<file path="src/led_fault_cfg.svh">
`ifndef LED_FAULT_CFG_SVH
`define LED_FAULT_CFG_SVH
`define CLK_FREQ_HZ          20000000
`define CHANNELS             10
`define SHORT_CHECK_NS       10000
`define SHORT_CHECK_CYCLES   ((`SHORT_CHECK_NS * 20 + 999) / 1000)
`define RECHECK_NS           5000
`define RECHECK_CYCLES       ((`RECHECK_NS * 20 + 999) / 1000)
`endif

</file>
<file path="src/led_fault_pkg.sv">
`default_nettype none
package led_fault_pkg;
    typedef enum logic [2:0] {
        ST_STARTUP_CHECK,
        ST_STARTUP_FAULT,
        ST_RUN,
        ST_OVP_DRAIN,
        ST_OVP_RECHECK,
        ST_SHORT_SHUTDOWN,
        ST_LATCHED
    } fault_state_t;
endpackage : led_fault_pkg
`default_nettype wire

</file>
<file path="src/pin_sync.sv">
`default_nettype none
module pin_sync (
    input  wire logic i_clk,
    input  wire logic i_nrst,
    input  wire logic i_pin,
    output logic      o_level
);
    typedef struct packed {
        logic s1;
        logic s2;
        logic s3;
        logic level;
    } sync_t;

    sync_t r;
    sync_t next_r;

    // Level changes only once second and third stage agree
    always_comb begin
        next_r    = r;
        next_r.s1 = i_pin;
        next_r.s2 = r.s1;
        next_r.s3 = r.s2;
        if (r.s2 == r.s3) begin
            next_r.level = r.s3;
        end
    end

    always_ff @(posedge i_clk) begin
        if (!i_nrst) begin
            r <= '0;
        end else begin
            r <= next_r;
        end
    end

    assign o_level = r.level;
endmodule : pin_sync
`default_nettype wire

</file>
<file path="src/led_driver_fault_response.sv">
`include "led_fault_cfg.svh"
`default_nettype none
// Notes on behaviour
// Frequency-set pin overcurrent: boost and sinks off, flag on, auto restart.
// Primary switch limit truncates current cycle only; no flag.
// After primary limit, next cycle switches normally; nothing shut down.
// Secondary switch limit: disconnect, sinks, boost off, flag, latched.
// Only power or enable cycling clears latched shutdown.
// Overvoltage with all strings regulated: boost stops, flag set, auto.
// During that overvoltage the LED sinks stay active to drain output.
// Boost resumes once output falls below the hysteresis level.
// Overvoltage with unregulated string runs the short recheck.
// Unregulated channel shorted: boost off forever, flag, short bit set.
// Not shorted: drop channel, release flag, set regulation-lost bit.
// At power-up every LED pin is tested for ground short first; the code tests only channels set in i_channel_enable.
// Startup short: boost, sinks off, flag on, retry, disconnect on.
// Overtemperature: boost, sinks off, flag, disconnect on, auto restart.
// Open-diode overvoltage latches all off with flag until cycled.
module led_driver_fault_response
    import led_fault_pkg::*;
#(
    parameter int N = `CHANNELS
) (
    input  wire logic         i_clk,
    input  wire logic         i_nrst,
    input  wire logic         i_enable,
    input  wire logic         i_freq_set_short,
    input  wire logic         i_cycle_start,
    input  wire logic         i_switch_cycle_limit,
    input  wire logic         i_switch_hard_limit,
    input  wire logic         i_overvoltage_trip,
    input  wire logic         i_overvoltage_release,
    input  wire logic         i_backup_overvoltage,
    input  wire logic         i_thermal_shutdown,
    input  wire logic [N-1:0] i_channel_enable,
    input  wire logic [N-1:0] i_channel_in_reg,
    input  wire logic [N-1:0] i_channel_grounded,
    output logic              o_boost_enable,
    output logic              o_boost_gate_allow,
    output logic              o_sinks_enable,
    output logic              o_disconnect_on,
    output logic              o_fault_n_out,
    output logic              o_fault_n_oe,
    output logic [N-1:0]      o_active_channels,
    output logic [N-1:0]      o_short_status,
    output logic [N-1:0]      o_lost_reg_status
);
    localparam logic [15:0] SC_CYC = 16'(`SHORT_CHECK_CYCLES);
    localparam logic [15:0] RC_CYC = 16'(`RECHECK_CYCLES);

    // Comparator inputs are asynchronous to the core clock
    logic en_s, fset_s, cyc_lim_s, hard_s, ovp_s, ovp_rel_s, bkp_s, tsd_s;
    pin_sync u_en   (.i_clk(i_clk), .i_nrst(i_nrst), .i_pin(i_enable),              .o_level(en_s));
    pin_sync u_fset (.i_clk(i_clk), .i_nrst(i_nrst), .i_pin(i_freq_set_short),      .o_level(fset_s));
    pin_sync u_lim  (.i_clk(i_clk), .i_nrst(i_nrst), .i_pin(i_switch_cycle_limit),  .o_level(cyc_lim_s));
    pin_sync u_hard (.i_clk(i_clk), .i_nrst(i_nrst), .i_pin(i_switch_hard_limit),   .o_level(hard_s));
    pin_sync u_ovp  (.i_clk(i_clk), .i_nrst(i_nrst), .i_pin(i_overvoltage_trip),    .o_level(ovp_s));
    pin_sync u_ovr  (.i_clk(i_clk), .i_nrst(i_nrst), .i_pin(i_overvoltage_release), .o_level(ovp_rel_s));
    pin_sync u_bkp  (.i_clk(i_clk), .i_nrst(i_nrst), .i_pin(i_backup_overvoltage),  .o_level(bkp_s));
    pin_sync u_tsd  (.i_clk(i_clk), .i_nrst(i_nrst), .i_pin(i_thermal_shutdown),    .o_level(tsd_s));

    typedef struct packed {
        fault_state_t st;
        logic [15:0]  cnt;
        logic         truncate;
        logic         boost;
        logic         gate;
        logic         sinks;
        logic         disc;
        logic         flag;
        logic [N-1:0] active;
        logic [N-1:0] shorted;
        logic [N-1:0] lost;
    } core_t;

    core_t r;
    core_t next_r;
    logic [N-1:0] unreg;

    always_comb begin
        next_r = r;
        unreg  = r.active & i_channel_enable & ~i_channel_in_reg;
        // Truncation holds to the end of the cycle, then clears
        if (cyc_lim_s) begin
            next_r.truncate = 1'b1;
        end else if (i_cycle_start) begin
            next_r.truncate = 1'b0;
        end
        case (r.st)
            ST_STARTUP_CHECK: begin
                next_r.boost = 1'b0;
                next_r.sinks = 1'b0;
                next_r.disc  = 1'b1;
                next_r.flag  = 1'b0;
                if (r.cnt < SC_CYC) begin
                    next_r.cnt = r.cnt + 16'h0001;
                end else if ((i_channel_enable & i_channel_grounded) != '0) begin
                    next_r.st   = ST_STARTUP_FAULT;
                    next_r.flag = 1'b1;
                    next_r.cnt  = 16'h0000;
                end else begin
                    next_r.st    = ST_RUN;
                    next_r.boost = 1'b1;
                    next_r.sinks = 1'b1;
                end
            end
            ST_STARTUP_FAULT: begin
                // Retry keeps disconnect on; the startup check releases the flag again
                next_r.st  = ST_STARTUP_CHECK;
                next_r.cnt = 16'h0000;
            end
            ST_RUN: begin
                next_r.boost = ~fset_s & ~tsd_s;
                next_r.sinks = ~fset_s & ~tsd_s;
                next_r.flag  = fset_s | tsd_s;
                next_r.disc  = 1'b1;
                if (ovp_s) begin
                    if (unreg != '0) begin
                        next_r.st    = ST_OVP_RECHECK;
                        next_r.boost = 1'b0;
                        next_r.flag  = 1'b1;
                        next_r.cnt   = 16'h0000;
                    end else begin
                        next_r.st    = ST_OVP_DRAIN;
                        next_r.boost = 1'b0;
                        next_r.flag  = 1'b1;
                        next_r.sinks = 1'b1;
                    end
                end
            end
            ST_OVP_DRAIN: begin
                next_r.sinks = 1'b1;
                if (ovp_rel_s && !ovp_s) begin
                    next_r.st    = ST_RUN;
                    next_r.boost = 1'b1;
                    next_r.flag  = 1'b0;
                end
            end
            ST_OVP_RECHECK: begin
                if (r.cnt < RC_CYC) begin
                    next_r.cnt = r.cnt + 16'h0001;
                end else if ((unreg & i_channel_grounded) != '0) begin
                    next_r.st      = ST_SHORT_SHUTDOWN;
                    next_r.shorted = r.shorted | (unreg & i_channel_grounded);
                    next_r.sinks   = 1'b0;
                end else begin
                    next_r.st     = ST_RUN;
                    next_r.active = r.active & ~unreg;
                    next_r.lost   = r.lost | unreg;
                    next_r.flag   = 1'b0;
                    next_r.boost  = 1'b1;
                end
            end
            ST_SHORT_SHUTDOWN: begin
                next_r.boost = 1'b0;
                next_r.flag  = 1'b1;
            end
            default: begin
                next_r.boost = 1'b0;
                next_r.sinks = 1'b0;
                next_r.disc  = 1'b0;
                next_r.flag  = 1'b1;
            end
        endcase
        // Hard faults override every state and latch
        if (hard_s || bkp_s) begin
            next_r.st    = ST_LATCHED;
            next_r.boost = 1'b0;
            next_r.sinks = 1'b0;
            next_r.disc  = 1'b0;
            next_r.flag  = 1'b1;
        end
        // Enable toggle is the only way out besides power cycling
        if (!en_s) begin
            next_r.st      = ST_STARTUP_CHECK;
            next_r.cnt     = 16'h0000;
            next_r.boost   = 1'b0;
            next_r.sinks   = 1'b0;
            next_r.disc    = 1'b0;
            next_r.flag    = 1'b0;
            next_r.active  = '1;
            next_r.shorted = '0;
            next_r.lost    = '0;
        end
        next_r.gate = next_r.boost & ~next_r.truncate;
    end

    always_ff @(posedge i_clk) begin
        if (!i_nrst) begin
            r.st       <= ST_STARTUP_CHECK;
            r.cnt      <= 16'h0000;
            r.truncate <= 1'b0;
            r.boost    <= 1'b0;
            r.gate     <= 1'b0;
            r.sinks    <= 1'b0;
            r.disc     <= 1'b0;
            r.flag     <= 1'b0;
            r.active   <= '1;
            r.shorted  <= '0;
            r.lost     <= '0;
        end else begin
            r <= next_r;
        end
    end

    assign o_boost_enable     = r.boost;
    assign o_boost_gate_allow = r.gate;
    assign o_sinks_enable     = r.sinks;
    assign o_disconnect_on    = r.disc;
    assign o_fault_n_out      = 1'b0;
    assign o_fault_n_oe       = r.flag;
    assign o_active_channels  = r.active;
    assign o_short_status     = r.shorted;
    assign o_lost_reg_status  = r.lost;
endmodule : led_driver_fault_response
`default_nettype wire

</file>
<file path="config.mk">
export PLATFORM = sky130hd
export DESIGN_NAME = led_driver_fault_response
export DESIGN_NICKNAME = d
export VERILOG_FILES = /design/src/led_fault_pkg.sv /design/src/pin_sync.sv /design/src/led_driver_fault_response.sv
export VERILOG_INCLUDE_DIRS = /design/src
export SDC_FILE = /design/constraint.sdc
export NUM_CORES = 1
export LEC_CHECK = 0
export ABC_AREA = 1
export BUFFER_PORTS_ARGS = -buffer_cell sky130_fd_sc_hd__buf_2
export CAP_MARGIN = 20
export CORE_MARGIN = 4
export CORE_UTILIZATION = 40
export CTS_CLUSTER_SIZE = 24
export DETAILED_ROUTE_END_ITERATION = 16
export SYNTH_ARGS = -nofsm -noshare
export SYNTH_HDL_FRONTEND = slang
export SYNTH_SLANG_ARGS = --single-unit
</file>
<file path="constraint.sdc">
create_clock -name i_clk -period 1.45 [get_ports i_clk]
set_input_delay 0.29 -clock i_clk [delete_from_list [all_inputs] [get_ports i_clk]]
set_output_delay 0.29 -clock i_clk [all_outputs]
set_load 0.03 [all_outputs]
</file>
==> impl_metrics.ini <==
[final_layout]
fin_cells = 803
regArea_sq_mm = 0.001765
multiInputGateArea_sq_mm = 0.001831
drive_above_1_share_pct = 36.50
finalInstanceArea_sq_mm = 0.005233
final_util_pct = 55.57
fill_cells = 936
antenna_cells = 0
area_delta_synth_final_pct = 33.23
final_nets = 711

[cts]
postCtsHoldBufs = 0
cts_buffer_depth = 2
cts_tree = built
clkSinkCount = 87
numCtsBuffers = 9
clk_pin_slew_ps = 100
htree_levels = 3
clkLatencyLatePin_ps = 370
root_buffer = clkbuf_8

[worst_setup_path]
worstPathArrival_ps = 1830
regToRegStartpoint = r[48]
critPathLaunchType = register
cp-end-kind = register
crit_start = r[48]
crit_type = reg2reg
path_max_fanout = 8
crit_required_ps = 1710

[power_and_ir_drop]
p_total_mw = 4.381
power_density_mw_per_mm2 = 837.3
irDropWorstVdd_uv = 712.4
p_leak_nw = 2.676

[sta]
hold_viol = 0
setup_violations = 46
timing.final.ws_setup_ps = -122.9
fin_skew_ps = 13.71
slew_violations = 0
fin_crit_sh_pct = 108.5
min_period_ps = 1573
fmax_ghz = 0.6358
rsz0062_at_grt = yes

[hold_path]
hold_path.class = in2reg
hold_start = i_thermal_shutdown

[grt]
overflow = 0
grt_pass1_wl_mm = 15.86
grt_max_degree = 33
grt_usage_pct = 17.16
grt_pass1_vias = 3474
antenna_found_initial = 0

[detailed_routing]
ant_nets = 0
drt-pass1-iter-count = 4
viasPerCell = 4.631
drc_errors = 0
wirelength_mm = 9.697
wl_per_cell_microns = 12.08
vias = 3719
first_iter_violations = 158

[placement]
port_buffers = 75
place_inst = 773
place.gp.congestion = 0.8663
placed_area_sq_mm = 0.004661
dp_hpwl_mm = 7.079

[status]
violations = negative setup slack
status = finished, violations left

[floorplanning]
die_h_microns = 107.1
io_pins = 77
die_w_microns = 107.1
core_sq_mm = 0.009415
fp-row-count = 35
dieArea_sq_mm = 0.01147
initial_utilization_pct = 41.71

[synthesis]
yosysMostFrequentCell = nand2_1
synth_fp_nets = 593
synth_ff_type = dfxtp_1
yosys-top-cells-area = dfxtp_1 44%, nand2_1 14%, inv_1 6.6%, nor2_1 6.3%, buf_4 5.9%
syn-instance-count = 551
synth_area_sq_mm = 0.003928
synth_common_cells = 143 x nand2_1, 87 x dfxtp_1, 69 x inv_1
postSynth.asyncResetShare_pct = 0
synth_edf_count = 0
yosysUniqueCellTypes = 30
synth_top_area_share_pct = 44.35
yosysSeqAreaShare_pct = 44.35
synth_top_cell_by_area = dfxtp_1
ys_warn_count = 0
syn_avg_cell_area_sq_um = 7.128
synth_seq_cells = 87

[flow_run]
drv_cap = 0
==> where the power goes <==
part	total [mW]	leakage [nW]	internal, mW	switching, mW
Combinational	0.255	1.86	0.118	0.137
Clock	1.71	0.104	0.690	1.02
Sequential	2.42	0.711	2.41	0.0103
Total	4.38	2.68	3.22	1.16
==> flip-flops by register name, indices dropped and copies added, names as in the netlist, 2 cells and up <==
signal             cells
u_fset.next_r          2
u_tsd.next_r           2
o_short_status        10
r                     20
o_active_channels     10
o_lost_reg_status     10
u_ovp.next_r           2
u_hard.next_r          2
u_lim.next_r           2
u_en.next_r            2
u_ovr.next_r           2
u_bkp.next_r           2
==> cell type report <==
type | instances | area share [%]
Clock buffer | 9 | 2.367
Clock inverter | 7 | 1.554
Inverter | 73 | 5.404
Multi-Input combinational cell | 349 | 34.98
Sequential cell | 87 | 33.74
Tap cell | 129 | 3.085
Timing Repair Buffer | 149 | 18.87
==> placed cells by master, fill, tap and decap left out, drive strengths merged, types with 2 or more instances in the layout <==
cell type / Yosys / routed
a21oi: 28 / 28
a31oi: 2 / 2
clkinv: 1 / 3
nand3: 28 / 29
clkbuf: 8 / 9
o21bai: 3 / 3
inv: 72 / 76
nand4: 17 / 17
o21a: 13 / 13
nor2: 71 / 71
nor3: 13 / 13
o21ai: 22 / 22
dfxtp: 87 / 87
buf: 35 / 149
nand2: 146 / 146
==> per-layer routing <==
layer  up-vias  routed length [microns]  global-route usage (%)
met5         -                        0                       0
met4         0                      193                   6.667
met3        16                      397                   3.733
met2        75                     4719                   28.51
met1      1689                     4387                   21.64
li1       1939                        -                       -
==> path summary, 6_finish.rpt <==
path	endpoint	depth (start not counted)	slack (ps)
hold reg to reg	u_bkp.next_r[1]	2	420
setup reg to reg	r[42]	10	-120
setup / recovery	r[42]	10	-120
hold / removal	u_tsd.next_r[2]	3	90
==> through the flow <==
step / hold slack (ps) / TNS (ps) / worst slack (ps)
after floorplan: 387.6 / 0 / 2.212
after global placement: 393.1 / -9144 / -328.6
after detailed placement: 398.1 / -9619 / -332.7
after CTS: 71.21 / -1883 / -111.8
after global routing: 63.34 / -7668 / -205.1
final: 93.12 / -3470 / -122.9
==> critical path: stages, from the launching register on <==
cell and delay (ps):
dfxtp_2 350, nor2_4 100, nand2_2 80, nor2_4 150
buf_4 130, nand3_2 90, nand2_4 140, buf_12 110
nand3_4 140, nand2_2 110, a21oi_2 50
==> repair_timing <==
action                     in CTS  in global routing
cloned                          1                  0
setup endpoints to repair      51                 51
resized for setup              37                 50
setup buffers                  10                  4
pin swaps                      20                 14
==> cells by family (layout without fill, tap and decap cells) <==
family / Yosys count / after routing / share of synthesized area [%]
simple gates: 276 / 277 / 30.36
buf+inv: 116 / 238 / 14.49
flops: 87 / 87 / 44.35
compound gates: 68 / 68 / 9.939
xor+xnor: 2 / 2 / 0.4461
fa+ha+maj: 1 / 1 / 0.3185
other cells: 1 / 1 / 0.09548
(Power assumes the default switching activity.)
